===== config.mk =====
export PLATFORM = sky130hd
export DESIGN_NAME = usp_port
export DESIGN_NICKNAME = d
export VERILOG_FILES = /design/src/include/usp_pkg.sv /design/src/hdl/usp_port.sv
export VERILOG_INCLUDE_DIRS = /design/src /design/src/include
export SDC_FILE = /design/constraint.sdc
export NUM_CORES = 1
export LEC_CHECK = 0
export ABC_AREA = 1
export BUFFER_PORTS_ARGS = -buffer_cell sky130_fd_sc_hd__buf_2
export CORE_MARGIN = 2
export CORE_UTILIZATION = 45
export CTS_CLUSTER_SIZE = 24
export DETAILED_ROUTE_END_ITERATION = 10
export PLACE_DENSITY_LB_ADDON = 0.3
export REMOVE_ABC_BUFFERS = 1
export SETUP_SLACK_MARGIN = 0.15
export SLEW_MARGIN = 15
export SYNTH_ARGS = -nofsm -noshare
export SYNTH_HDL_FRONTEND = slang
export SYNTH_SLANG_ARGS = --single-unit

===== constraint.sdc =====
create_clock -name clk_i -period 4.5 [get_ports clk_i]
set_input_delay 0.45 -clock clk_i [delete_from_list [all_inputs] [get_ports clk_i]]
set_output_delay 0.45 -clock clk_i [all_outputs]
set_load 0.05 [all_outputs]

===== src/include/usp_params.svh =====
// constants of the ultrasonic serial response port
`ifndef USP_PARAMS_SVH
`define USP_PARAMS_SVH

// wishbone register byte offsets
`define USP_OFS_CTRL        8'h00
`define USP_OFS_STATUS      8'h04
`define USP_OFS_LASTDIAG    8'h08

// control register fields
`define USP_CTRL_DIAGSEL    0
`define USP_CTRL_ADDR_LO    1
`define USP_CTRL_IOSEL      4
`define USP_CTRL_RST        5'h00

// status register fields
`define USP_ST_ERR_HI       5
`define USP_ST_SYNCACT      6
`define USP_ST_RESPACT      7
`define USP_ST_IOXCVR       8

// protocol codes
`define USP_SYNC_BYTE       8'h55
`define USP_CMD_REGREAD     5'h09
`define USP_CMD_LAST        5'h19
`define USP_CMD_BCAST_LO    5'h11
`define USP_DIAG_TOP        2'h1

// timing
`define USP_CLK_MHZ         50
`define USP_MIN_BIT_NS      125
`define USP_MAX_BIT_NS      2000
`define USP_MIN_BIT_CYC     ((`USP_MIN_BIT_NS * `USP_CLK_MHZ + 999) / 1000)
`define USP_MAX_BIT_CYC     ((`USP_MAX_BIT_NS * `USP_CLK_MHZ) / 1000)
`define USP_WIDTH_TOL       2
`define USP_IDLE_CYC        256

`endif


===== src/include/usp_pkg.sv =====
// types of the ultrasonic serial response port
package usp_pkg;
   typedef enum logic [6:0] {
      ST_SYNC = 7'b0000001,
      ST_CMD  = 7'b0000010,
      ST_DATA = 7'b0000100,
      ST_CSUM = 7'b0001000,
      ST_GAP  = 7'b0010000,
      ST_TX   = 7'b0100000,
      ST_IGN  = 7'b1000000
   } usp_state_t;
endpackage


===== src/hdl/usp_port.sv =====
// synchronous-mode serial response port with diagnostic byte and wishbone control
//
// The Wishbone interface to the registers and the address map are this design's own decisions.
`timescale 1ns/1ns
`include "usp_params.svh"
// Functional notes
// - device waits one bit period after a request before driving its reply.
// - register read is answered with the standard response frame.
// - response command while busy gets a diagnostic byte with busy in bit 0.
// - response commands arriving while a response is served are ignored.
// - every response starts with the diagnostic byte before any data.
// - communication error bits latch, hold, and clear after the next response.
// - response checksum covers the diagnostic byte and the data bytes.
// - diagnostic bits 7 and 6 are always sent as 0 and 1.
// - select 0, bit 1 flags sync bit rate out of range.
// - select 0, bit 2 flags mismatching consecutive sync bit widths.
// - select 0, bit 3 flags received checksum mismatch.
// - select 0, bit 4 flags invalid command code.
// - select 0, bit 5 flags general framing faults and contention.
// - select 1, bits 0-5 give busy, thr crc, freq, volt, 0, nvm crc.
// - controller supplies the serial clock; data moves on rxd and txd only.
// - outputs change on rising serial clock, inputs sampled on falling.
// - frames have no start, stop or wait bits and follow back to back.
// - no chip select; a three-bit address selects one of eight devices.
// - each frame is eight bits, least significant bit first.
// - io-pin transceiver is disabled when io-pin uart is selected and sync traffic runs.
// - sync mode is entered on the first rising serial clock edge, no enable.
// - non-register-read response requests carry no checksum; device makes its own.
// - a no-response command arriving while busy aborts earlier activity.
module usp_port (
   input  wire logic        clk_i,
   input  wire logic        rst_i,
   // wishbone slave
   input  wire logic        wb_cyc_i,
   input  wire logic        wb_stb_i,
   input  wire logic        wb_we_i,
   input  wire logic [7:0]  wb_adr_i,
   input  wire logic [3:0]  wb_sel_i,
   input  wire logic [31:0] wb_dat_i,
   output logic      [31:0] wb_dat_o,
   output logic             wb_ack_o,
   // serial link
   input  wire logic        sclk_i,
   input  wire logic        rxd_i,
   output logic             txd_o,
   output logic             io_xcvr_en_o,
   // device core side
   input  wire logic        busy_i,
   input  wire logic        thr_crc_err_i,
   input  wire logic        freq_diag_err_i,
   input  wire logic        volt_diag_err_i,
   input  wire logic        nvm_crc_err_i,
   input  wire logic        contention_i,
   input  wire logic [5:0]  resp_len_i,
   input  wire logic [7:0]  resp_data_i,
   output logic      [5:0]  resp_idx_o,
   output logic             cmd_valid_o,
   output logic      [4:0]  cmd_code_o,
   output logic             abort_o,
   output logic      [7:0]  rx_data_o,
   output logic             rx_data_valid_o,
   output logic             resp_active_o
);
   import usp_pkg::*;

   ////////////////////////////////////////////////////////////////////////////
   // helpers

   // carry-wrapping byte sum; final checksum is its inverse
   function automatic logic [7:0] csum_add(input logic [7:0] acc, input logic [7:0] b);
      logic [8:0] s;
      s = {1'b0, acc} + {1'b0, b};
      csum_add = s[7:0] + {7'h00, s[8]};
   endfunction

   // data bytes the controller sends after a command byte
   function automatic logic [5:0] cmd_nbytes(input logic [4:0] c);
      case (c)
         5'h00, 5'h01, 5'h02, 5'h03, 5'h04: cmd_nbytes = 6'h01;
         5'h11, 5'h12, 5'h13, 5'h14, 5'h15: cmd_nbytes = 6'h01;
         5'h09:                             cmd_nbytes = 6'h01;
         5'h0A, 5'h16:                      cmd_nbytes = 6'h02;
         5'h0C, 5'h17:                      cmd_nbytes = 6'h2B;
         5'h0E, 5'h18:                      cmd_nbytes = 6'h07;
         5'h10, 5'h19:                      cmd_nbytes = 6'h20;
         default:                           cmd_nbytes = 6'h00;
      endcase
   endfunction

   function automatic logic cmd_is_resp(input logic [4:0] c);
      case (c)
         5'h05, 5'h06, 5'h07, 5'h08, 5'h09, 5'h0B, 5'h0D, 5'h0F: cmd_is_resp = 1'b1;
         default:                                                 cmd_is_resp = 1'b0;
      endcase
   endfunction

   function automatic logic [7:0] abs_diff(input logic [7:0] a, input logic [7:0] b);
      abs_diff = (a > b) ? (a - b) : (b - a);
   endfunction

   ////////////////////////////////////////////////////////////////////////////
   // wishbone registers

   logic [4:0] ctrl_reg;
   logic [7:0] diag_cap_reg;
   logic [5:1] comm_err_reg;
   logic       sync_act_reg;
   usp_state_t state_reg;
   usp_state_t state_next;
   logic       wb_req;
   logic [31:0] rd_word;

   assign wb_req = wb_cyc_i & wb_stb_i & ~wb_ack_o;

   always_comb begin
      rd_word = 32'h0000_0000;
      unique case (wb_adr_i)
         `USP_OFS_CTRL:     rd_word[4:0] = ctrl_reg;
         `USP_OFS_STATUS:   rd_word[8:0] = {io_xcvr_en_o, resp_active_o, sync_act_reg, comm_err_reg, 1'b0};
         `USP_OFS_LASTDIAG: rd_word[7:0] = diag_cap_reg;
         default:           rd_word = 32'h0000_0000;
      endcase
   end

   always_ff @(posedge clk_i) begin
      if (rst_i) begin
         wb_ack_o <= 1'b0;
         wb_dat_o <= 32'h0000_0000;
      end else begin
         wb_ack_o <= wb_req;
         wb_dat_o <= wb_req ? rd_word : 32'h0000_0000;
      end
   end

   always_ff @(posedge clk_i) begin
      if (rst_i) begin
         ctrl_reg <= `USP_CTRL_RST;
      end else if (wb_req && wb_we_i && wb_sel_i[0] && wb_adr_i == `USP_OFS_CTRL) begin
         ctrl_reg <= wb_dat_i[4:0];
      end
   end

   ////////////////////////////////////////////////////////////////////////////
   // link input synchronisers and edge detect

   logic sclk_s1, sclk_s2, sclk_s3;
   logic rxd_s1, rxd_s2;
   logic sclk_rise, sclk_fall;

   always_ff @(posedge clk_i) begin
      if (rst_i) begin
         sclk_s1 <= 1'b0;
         sclk_s2 <= 1'b0;
         sclk_s3 <= 1'b0;
         rxd_s1  <= 1'b1;
         rxd_s2  <= 1'b1;
      end else begin
         sclk_s1 <= sclk_i;
         sclk_s2 <= sclk_s1;
         sclk_s3 <= sclk_s2;
         rxd_s1  <= rxd_i;
         rxd_s2  <= rxd_s1;
      end
   end

   assign sclk_rise = sclk_s2 & ~sclk_s3;
   assign sclk_fall = ~sclk_s2 & sclk_s3;

   // no enable bit: first clock edge switches the port over, and it stays
   always_ff @(posedge clk_i) begin
      if (rst_i) begin
         sync_act_reg <= 1'b0;
      end else if (sclk_rise) begin
         sync_act_reg <= 1'b1;
      end
   end

   assign io_xcvr_en_o = ~(ctrl_reg[`USP_CTRL_IOSEL] & sync_act_reg);

   // a stalled clock realigns framing, since there is no start bit to find
   logic [8:0] idle_cnt_reg;
   logic       idle;

   always_ff @(posedge clk_i) begin
      if (rst_i || sclk_rise || sclk_fall) begin
         idle_cnt_reg <= 9'h000;
      end else if (!idle) begin
         idle_cnt_reg <= idle_cnt_reg + 9'h001;
      end
   end

   assign idle = (idle_cnt_reg == 9'(`USP_IDLE_CYC));

   ////////////////////////////////////////////////////////////////////////////
   // receive shifter: sample on falling edge, lsb first

   logic [7:0] rx_shift_reg;
   logic [2:0] rx_bit_reg;
   logic [7:0] rx_byte;
   logic       byte_done;
   logic       rx_phase;

   assign rx_phase  = (state_reg != ST_GAP) && (state_reg != ST_TX);
   assign rx_byte   = {rxd_s2, rx_shift_reg[7:1]};
   assign byte_done = sclk_fall && rx_phase && (rx_bit_reg == 3'h7);

   always_ff @(posedge clk_i) begin
      if (rst_i || idle || !rx_phase) begin
         rx_bit_reg   <= 3'h0;
         rx_shift_reg <= 8'h00;
      end else if (sclk_fall) begin
         rx_shift_reg <= rx_byte;
         rx_bit_reg   <= rx_bit_reg + 3'h1;
      end
   end

   ////////////////////////////////////////////////////////////////////////////
   // sync field bit width measurement

   logic [7:0] per_cnt_reg;
   logic [7:0] prev_w_reg;
   logic       e_rate, e_match;

   always_ff @(posedge clk_i) begin
      if (rst_i || sclk_fall) begin
         per_cnt_reg <= 8'h01;
      end else if (per_cnt_reg != 8'hFF) begin
         per_cnt_reg <= per_cnt_reg + 8'h01;
      end
   end

   always_ff @(posedge clk_i) begin
      if (rst_i) begin
         prev_w_reg <= 8'h00;
      end else if (sclk_fall && state_reg == ST_SYNC) begin
         prev_w_reg <= per_cnt_reg;
      end
   end

   // first bit has no preceding falling edge to measure from
   always_comb begin
      e_rate  = 1'b0;
      e_match = 1'b0;
      if (sclk_fall && state_reg == ST_SYNC && rx_bit_reg != 3'h0) begin
         e_rate = (per_cnt_reg < 8'(`USP_MIN_BIT_CYC)) || (per_cnt_reg > 8'(`USP_MAX_BIT_CYC));
         if (rx_bit_reg > 3'h1) begin
            e_match = abs_diff(per_cnt_reg, prev_w_reg) > 8'(`USP_WIDTH_TOL);
         end
      end
   end

   ////////////////////////////////////////////////////////////////////////////
   // frame sequencer

   logic [4:0] cmd_reg;
   logic       addr_ok_reg;
   logic [5:0] remain_reg;
   logic [7:0] rx_csum_reg;
   logic [5:0] resp_len_reg;
   logic [5:0] tx_idx_reg;
   logic [2:0] tx_bit_reg;
   logic [7:0] tx_byte_reg;
   logic [7:0] tx_csum_reg;
   logic       txd_reg;
   logic       e_csum, e_cmd, e_frame;
   logic       resp_start, resp_done;
   logic       addr_hit;
   logic [7:0] diag_w;
   logic [7:0] tx_mux;

   assign addr_hit = (rx_byte[7:5] == ctrl_reg[`USP_CTRL_ADDR_LO +: 3])
                     || (rx_byte[4:0] >= `USP_CMD_BCAST_LO);

   always_comb begin
      state_next = state_reg;
      e_csum     = 1'b0;
      e_cmd      = 1'b0;
      e_frame    = 1'b0;
      resp_start = 1'b0;
      resp_done  = 1'b0;
      if (idle && rx_phase) begin
         state_next = ST_SYNC;
      end else begin
         unique case (state_reg)
            ST_SYNC: begin
               if (byte_done) begin
                  e_frame    = (rx_byte != `USP_SYNC_BYTE);
                  state_next = ST_CMD;
               end
            end
            ST_CMD: begin
               if (byte_done) begin
                  if (rx_byte[4:0] > `USP_CMD_LAST) begin
                     e_cmd      = 1'b1;
                     state_next = ST_IGN;
                  end else if (cmd_is_resp(rx_byte[4:0]) && rx_byte[4:0] != `USP_CMD_REGREAD) begin
                     resp_start = addr_hit;
                     state_next = addr_hit ? ST_GAP : ST_IGN;
                  end else if (cmd_nbytes(rx_byte[4:0]) == 6'h00) begin
                     state_next = ST_CSUM;
                  end else begin
                     state_next = ST_DATA;
                  end
               end
            end
            ST_DATA: begin
               if (byte_done && remain_reg == 6'h01) begin
                  state_next = ST_CSUM;
               end
            end
            ST_CSUM: begin
               if (byte_done) begin
                  if (rx_byte != ~rx_csum_reg) begin
                     e_csum     = 1'b1;
                     state_next = ST_SYNC;
                  end else if (cmd_reg == `USP_CMD_REGREAD && addr_ok_reg) begin
                     resp_start = 1'b1;
                     state_next = ST_GAP;
                  end else begin
                     state_next = ST_SYNC;
                  end
               end
            end
            ST_GAP: begin
               if (sclk_rise) begin
                  state_next = ST_TX;
               end
            end
            ST_TX: begin
               if (sclk_rise && tx_bit_reg == 3'h0 && tx_idx_reg == resp_len_reg + 6'h02) begin
                  resp_done  = 1'b1;
                  state_next = ST_SYNC;
               end else if (idle) begin
                  resp_done  = 1'b1;
                  state_next = ST_SYNC;
               end
            end
            ST_IGN: begin
               state_next = ST_IGN;
            end
            default: begin
               state_next = ST_SYNC;
            end
         endcase
      end
   end

   // new requests are not decoded until the running response has ended
   always_ff @(posedge clk_i) begin
      if (rst_i) begin
         state_reg <= ST_SYNC;
      end else begin
         state_reg <= state_next;
      end
   end

   always_ff @(posedge clk_i) begin
      if (rst_i) begin
         cmd_reg     <= 5'h00;
         addr_ok_reg <= 1'b0;
         remain_reg  <= 6'h00;
         rx_csum_reg <= 8'h00;
      end else if (byte_done && state_reg == ST_CMD) begin
         cmd_reg     <= rx_byte[4:0];
         addr_ok_reg <= addr_hit;
         remain_reg  <= cmd_nbytes(rx_byte[4:0]);
         rx_csum_reg <= csum_add(8'h00, rx_byte);
      end else if (byte_done && state_reg == ST_DATA) begin
         remain_reg  <= remain_reg - 6'h01;
         rx_csum_reg <= csum_add(rx_csum_reg, rx_byte);
      end
   end

   ////////////////////////////////////////////////////////////////////////////
   // core strobes

   always_ff @(posedge clk_i) begin
      if (rst_i) begin
         cmd_valid_o     <= 1'b0;
         cmd_code_o      <= 5'h00;
         abort_o         <= 1'b0;
         rx_data_o       <= 8'h00;
         rx_data_valid_o <= 1'b0;
      end else begin
         cmd_valid_o     <= 1'b0;
         abort_o         <= 1'b0;
         rx_data_valid_o <= 1'b0;
         if (byte_done && state_reg == ST_DATA && addr_ok_reg) begin
            rx_data_o       <= rx_byte;
            rx_data_valid_o <= 1'b1;
         end
         if (resp_start && !busy_i) begin
            cmd_valid_o <= 1'b1;
            cmd_code_o  <= (state_reg == ST_CMD) ? rx_byte[4:0] : cmd_reg;
         end
         if (state_reg == ST_CSUM && state_next == ST_SYNC && byte_done && !e_csum && addr_ok_reg) begin
            cmd_valid_o <= 1'b1;
            cmd_code_o  <= cmd_reg;
            abort_o     <= busy_i;
         end
      end
   end

   ////////////////////////////////////////////////////////////////////////////
   // diagnostic byte and error latches

   always_comb begin
      if (ctrl_reg[`USP_CTRL_DIAGSEL]) begin
         diag_w = {`USP_DIAG_TOP, nvm_crc_err_i, 1'b0, volt_diag_err_i, freq_diag_err_i,
                   thr_crc_err_i, busy_i};
      end else begin
         diag_w = {`USP_DIAG_TOP, comm_err_reg, busy_i};
      end
   end

   // set wins over the clear at the end of a response
   always_ff @(posedge clk_i) begin
      if (rst_i) begin
         comm_err_reg <= 5'h00;
      end else begin
         comm_err_reg <= (resp_done ? 5'h00 : comm_err_reg)
                         | {e_frame | (contention_i & ~state_reg[5]) | (contention_i & txd_reg & ~rxd_s2 & state_reg[5]),
                            e_cmd, e_csum, e_match, e_rate};
      end
   end

   always_ff @(posedge clk_i) begin
      if (rst_i) begin
         diag_cap_reg <= 8'h00;
         resp_len_reg <= 6'h00;
      end else if (resp_start) begin
         diag_cap_reg <= diag_w;
         resp_len_reg <= busy_i ? 6'h00 : resp_len_i;
      end
   end

   ////////////////////////////////////////////////////////////////////////////
   // transmit shifter: drive on rising edge

   assign resp_idx_o = tx_idx_reg - 6'h01;

   always_comb begin
      if (tx_idx_reg == 6'h00) begin
         tx_mux = diag_cap_reg;
      end else if (tx_idx_reg <= resp_len_reg) begin
         tx_mux = resp_data_i;
      end else begin
         tx_mux = ~tx_csum_reg;
      end
   end

   always_ff @(posedge clk_i) begin
      if (rst_i || state_reg != ST_TX) begin
         tx_idx_reg  <= 6'h00;
         tx_bit_reg  <= 3'h0;
         tx_byte_reg <= 8'h00;
         tx_csum_reg <= 8'h00;
      end else if (sclk_rise && !resp_done) begin
         tx_bit_reg <= tx_bit_reg + 3'h1;
         if (tx_bit_reg == 3'h0) begin
            tx_byte_reg <= tx_mux;
            tx_csum_reg <= csum_add(tx_csum_reg, tx_mux);
         end
         if (tx_bit_reg == 3'h7) begin
            tx_idx_reg <= tx_idx_reg + 6'h01;
         end
      end
   end

   // line rests high outside a response
   always_ff @(posedge clk_i) begin
      if (rst_i) begin
         txd_reg <= 1'b1;
      end else if (state_reg != ST_TX || resp_done) begin
         txd_reg <= 1'b1;
      end else if (sclk_rise) begin
         txd_reg <= (tx_bit_reg == 3'h0) ? tx_mux[0] : tx_byte_reg[tx_bit_reg];
      end
   end

   assign txd_o         = txd_reg;
   assign resp_active_o = state_reg[4] | state_reg[5];

endmodule


## After elaboration in Yosys (flattened, before gate mapping)

Memory sizes are Yosys's and may differ from the RTL's. A register that Yosys moved wholly into a read port is not among the register bits.
Index checks and enable logic that the tools add are counted.
Widths: inputs -> output; s select.

| storage, ports and cells | value |
|---|---|
| flip-flop bits (word level) | 168 |
| bits in read-only memories | 336 |
| input port bits | 71 |
| output and inout port bits | 58 |
| logic and storage cells | 234 |
| memories kept | 3 |

| operators by class | value |
|---|---|
| add/sub/neg operators | 14 |
| order comparisons | 9 |
| eq/ne operators | 23 |
| multiplexer cells | 78 |
| bitwise gates (word level) | 24 |
| reduce and logical (&&, ||, !) cells | 49 |

Memories:

| memory | words | bits a word | rd ports | clocked after memory_dff | wr ports | line | RTL |
|---|---|---|---|---|---|---|---|
| (name not given) | 32 | 5 | 1 | 1 | 0 | usp_port.sv:78 | `case (c)` |
| (name not given) | 32 | 5 | 1 | 1 | 0 | usp_port.sv:78 |  |
| (name not given) | 16 | 1 | 1 | 1 | 0 | usp_port.sv:91 | `case (c)` |

Operator list:

| operator | number |
|---|---|
| $mux 7 | 11 |
| $mux 6 | 9 |
| $mux 5 | 10 |
| $pmux 7 s7 | 1 |
| $mux 8 | 5 |
| $mux 1 | 35 |
| $logic_and 1x1->1 | 23 |
| $add 8x8->9 | 2 |
| $add 8x1->8 | 2 |
| $not 8->8 | 2 |
| $sub 8x8->8 | 2 |
| $pmux 5 s3 | 1 |
| $eq 7x1->1 const B | 2 |
| $logic_not 6->1 | 2 |
| $mux 4 | 3 |
| $sub 6x1->6 const B | 2 |
| $add 9x1->9 const B | 1 |
| $and 1x1->1 | 9 |
| $eq 9x9->1 const B | 1 |
| $logic_or 1x1->1 | 9 |
| $not 1->1 | 9 |
| $add 8x1->8 const B | 1 |
| $eq 8x3->1 const B | 1 |
| $eq 8x4->1 const B | 1 |
| 42 further kinds | 53 |

## Longest topological paths before layout

| depth | value |
|---|---|
| depth in word-level cells | 27 |
| depth in mapped cells | 28 |
| mapped depth without buffers | 27 |

## Least setup slack after synthesis

No wires, ideal clock.

| timing | value |
|---|---|
| path kind | flip-flop to flip-flop |
| start point | register tx_idx_reg[0] |
| end point | register tx_csum_reg[6] |
| library setup time | 0.070 ns |
| arrival | 3.671 ns |
| data required time | 4.430 ns |
| slack | 0.759 ns |
| cell stages (with the launch flop) | 24 |
| path buffers | 0 |
| clock period less this slack | 3.741 ns |
| cell sequence | dfxtp_1 -> inv_1 -> ha_1 -> nor2_1 -> o21ai_0 -> o211ai_1 -> nand2_1 -> inv_1 -> nand2_1 -> nand3_1 -> o21ai_0 -> inv_1 -> ha_1 -> fa_1 -> nand4_1 -> o211ai_1 -> a21oi_1 -> o21bai_1 -> ha_1 -> ha_1 -> nand4_1 -> nor3_1 -> or2_2 -> a21oi_1 |

| on the way | value |
|---|---|
| elaborated cells on any way between the ends | 14 |
| those cells by class | add/sub: 2; order compare: 1; eq/ne: 1; mux: 5; reduce/logical: 5 |

RTL lines:

| item | line | RTL |
|---|---|---|
| start: declaration | usp_port.sv:260 | `logic [5:0] tx_idx_reg;` |
| start signal: assignment | usp_port.sv:465 | `tx_idx_reg <= tx_idx_reg + 6'h01;` |
| $le 6x6->1 | usp_port.sv:445 | `end else if (tx_idx_reg <= resp_len_reg) begin` |
| $mux 8 | usp_port.sv:445 |  |
| $mux 8 (*) | usp_port.sv:443 | `if (tx_idx_reg == 6'h00) begin` |
| net tx_mux[0] | usp_port.sv:269 | `logic [7:0] tx_mux;` |
| $add 8x8->9 (*) | usp_port.sv:72 | `s = {1'b0, acc} + {1'b0, b};` |
| $add 8x1->8 (*) | usp_port.sv:73 | `csum_add = s[7:0] + {7'h00, s[8]};` |
| end signal: assignment | usp_port.sv:462 | `tx_csum_reg <= csum_add(tx_csum_reg, tx_mux);` |
| end: declaration | usp_port.sv:263 | `logic [7:0] tx_csum_reg;` |

Mark *: on every way through the listed nets, which the timed path passes. The rest lies on a longest branch.
A chain may end at the register's enable or synchronous reset.

## Final worst setup path

| timing | value |
|---|---|
| start point | register resp_len_reg[1] |
| end point | register tx_csum_reg[6] |

| on the way | value |
|---|---|
| elaborated cells on any way between the ends | 14 |
| those cells by class | add/sub: 3; order compare: 1; eq/ne: 1; mux: 5; reduce/logical: 4 |

RTL lines:

| item | line | RTL |
|---|---|---|
| start: declaration | usp_port.sv:259 | `logic [5:0] resp_len_reg;` |
| start signal: assignment | usp_port.sv:433 | `resp_len_reg <= busy_i ? 6'h00 : resp_len_i;` |
| $le 6x6->1 | usp_port.sv:445 |  |
| $mux 8 | usp_port.sv:445 |  |
| $mux 8 | usp_port.sv:443 |  |
| net tx_mux[0] | usp_port.sv:269 |  |
| $add 8x8->9 | usp_port.sv:72 |  |
| $add 8x1->8 | usp_port.sv:73 |  |

The timed path passes the listed nets, and every way through them passes these cells.

==> impl_metrics.json <==
{
  "status": "finished, final reports clean",
  "post_cts_buffers": 0,
  "start_util_pct": 46.2,
  "port_buffers": 75,
  "syn-cell-area_mm2": 0.00908,
  "drc": 0,
  "yosysTopAreaCell": "dfxtp_1",
  "drt-vias-per-instance": 5.11,
  "cts-root-buf": "clkbuf_16",
  "avgSynthCellArea_um2": 6.88,
  "arrival_ns": 4.34,
  "min_path_cells": 2,
  "drv_slew": 0,
  "rsz0062_at_grt": "false",
  "gp_congestion": 0.896,
  "final_nets": 1521,
  "rows": 51,
  "clock_sinks": 149,
  "worstMarginPinSlew_ns": 1.00,
  "r2r_end": "tx_csum_reg[6]$_SDFFE_PP0P_",
  "die-area_mm2": 0.0213,
  "hold_viol": 0,
  "cp-start-kind": "flip-flop",
  "leakagePower_uw": 0.00466,
  "ys_seq_area_share_pct": 32.8,
  "hp-class": "input port to flip-flop",
  "drtIter0Drc": 614,
  "ant_nets": 0,
  "cp_max_fo": 5,
  "max_cap_violations": 0,
  "critical-path-slowest-cell": "fa_1",
  "yosys.cell_types.count": 52,
  "path_cells": "inv_1 > ha_1 > inv_1 > nor2_1 > o21ai_0 > o211ai_1 > nand2_1 > inv_1 > nand2_1 > nand3_1 > o21ai_0 > inv_1 > ha_1 > fa_1 > nand4_1 > o211ai_1 > a21oi_1 > o21bai_1 > ha_1 > ha_1 > nand4_1 > nor3_1 > or2_2 > a21oi_1",
  "num_vias": 8521,
  "synth.ff_latch_count": 149,
  "relSlewSlack_pct": 33.1,
  "cts_tree": "built",
  "grt_max_degree": 36,
  "die_w_um": 146,
  "wl_per_cell_um": 13.3,
  "dp_hpwl_um": 16800,
  "grt_pass1_wl_um": 37300,
  "first_pass_iters": 5,
  "ys.flop_type": "dfxtp_1",
  "fin_crit_ns": 3.98,
  "slowest_delay_ns": 0.43,
  "syn_to_final_growth_pct": 11.7,
  "final.setup.worst_slack_ns": 0.518,
  "cts_made_buffers": 17,
  "whs_ns": 0.207,
  "holdPathEnd": "rxd_s1$_SDFF_PP1_",
  "filler_cell_count": 1979,
  "worst-r2r-cell-count": 24,
  "irDropWorstVdd_uv": 227,
  "antenna_cells": 0,
  "synth.top_cell.area_share_pct": 32.8,
  "grt_antenna_before_repair": 0,
  "io_pins": 129,
  "finClkSkew_ns": 0.00845,
  "ys_top_cells_by_area": "dfxtp_1 33%, nand2_1 12%, ha_1 7.9%, inv_1 7.4%, a21oi_1 6.3%",
  "synthArstFlopShare_pct": 0,
  "fp.dieH_um": 146,
  "cts_resized": 0,
  "clk_path_buf_depth": 2,
  "min-delay-start": "rxd_i",
  "timing.reg2reg.setup_slack_ns": 0.52,
  "cts_htree_levels": 4,
  "grt_pass1_vias": 7802,
  "timing.rr.start": "resp_len_reg[1]$_SDFFE_PP0P_",
  "clkTransAtPathRegs_ns": 0.07,
  "endpoint_kind": "flip-flop",
  "drive_gt1_share_pct": 11.3,
  "worstSetupPathType": "flip-flop to flip-flop",
  "place_ws_ns": 0.516,
  "cp.required_ns": 4.86,
  "timing.fmax_mhz": 251,
  "setup_viol": 0,
  "synth-edff-count": 0,
  "cts-hold-fix-buffers": 0,
  "design.core.area_mm2": 0.0197,
  "wl_um": 22100,
  "post-route-period-util_pct": 88.5,
  "worstSkewPairLatency_ns": 0.43,
  "yosys_warnings": 0,
  "grt_overflow_total": 0,
  "grtUsageTotal_pct": 21.0,
  "power.total_uw": 3010,
  "pwr_density_cell_mw_per_mm2": 297,
  "netlist_instances": 1320,
  "fin_setup_tns_ns": 0
}
==> logic make-up (layout without fill, tap and decap cells) <==
kind of cell,Yosys count,count (layout),share of synthesized area (%)
xor gates and xnor gates,30,30,2.89
and+or+nand+nor,576,576,28.2
other,1,23,0.0413
AOI/OAI and AO/OA,264,264,16.0
adders and majority gates,61,61,8.73
DFF,149,149,32.8
buffers and inverters,239,299,11.2
==> synthesized netlist by cell type, types with 12 or more instances <==
| master | n |
|---|---|
| a21oi_1 | 115 |
| a31oi_1 | 18 |
| buf_4 | 28 |
| clkbuf_1 | 12 |
| dfxtp_1 | 149 |
| ha_1 | 57 |
| inv_1 | 180 |
| nand2_1 | 300 |
| nand3_1 | 72 |
| nand4_1 | 23 |
| nor2_1 | 117 |
| nor3_1 | 18 |
| o21ai_0 | 91 |
| xor2_1 | 21 |
==> critical path, delay by kind of cell, from the launching register on <==
family	cells	cell delay (ns)
fa+ha+maj	5	1.44
simple gates	8	0.89
compound gates	7	0.86
buf+inv	4	0.36
flops	1	0.37
==> layout by cell type, fill, tap and decap left out, types with 17 or more instances in the layout <==
cell type / count
nand2_1: 300
inv_1: 180
dfxtp_1: 149
nor2_1: 117
a21oi_1: 115
o21ai_0: 91
buf_2: 75
nand3_1: 72
ha_1: 57
nand4_1: 23
conb_1: 23
xor2_1: 21
a31oi_1: 18
nor3_1: 18
clkbuf_16: 17
==> final cells by class <==
| class | instances | area [um^2] | area share [%] |
|---|---|---|---|
| Clock inverter | 15 | 134 | 1.32 |
| Timing Repair Buffer | 79 | 405 | 4.00 |
| Tap cell | 265 | 332 | 3.27 |
| Inverter | 188 | 706 | 6.95 |
| Multi-Input combinational cell | 954 | 5160 | 50.9 |
| Sequential cell | 149 | 2980 | 29.4 |
| Clock buffer | 17 | 425 | 4.19 |
==> per-layer routing <==
metal	routed length, um	global-route usage, %	up-vias
met3	980	3.88	20
li1	-	-	4405
met1	10500	28.6	3900
met4	249	5.19	0
met5	0	0	-
met2	10300	34.5	196
==> report_power, final <==
part           internal [uW]  switching, uW  leakage [uW]
combinational           95.2            215       0.00318
sequential              1330           13.9       0.00120
clock                    730            629      0.000276
total                   2160            858       0.00466
==> per-stage QoR <==
step                      cell area [um^2]  cells  util (%)
final                                10100   1667      51.6
after CTS                            10100   1667      51.6
after global routing                 10100   1667      51.6
after detailed placement              9590   1635      48.8
after floorplan                       8850   1291         -
after global placement                9590   1635      48.8
==> how the worst max path moves through the flow <==
stage	slack, ns	end	from	cells after the start
after floorplan	0.58	tx_csum_reg[6]$_SDFFE_PP0P_	tx_idx_reg[0]$_SDFFE_PP0P_	23
after global placement	0.58	tx_csum_reg[6]$_SDFFE_PP0P_	resp_len_reg[1]$_SDFFE_PP0P_	24
after detailed placement	0.52	tx_csum_reg[6]$_SDFFE_PP0P_	resp_len_reg[1]$_SDFFE_PP0P_	24
after CTS	0.51	tx_csum_reg[6]$_SDFFE_PP0P_	resp_len_reg[1]$_SDFFE_PP0P_	24
after global routing	0.19	tx_csum_reg[7]$_SDFFE_PP0P_	resp_len_reg[3]$_SDFFE_PP0P_	28
final	0.52	tx_csum_reg[6]$_SDFFE_PP0P_	resp_len_reg[1]$_SDFFE_PP0P_	24
(Power assumes the default switching activity.)
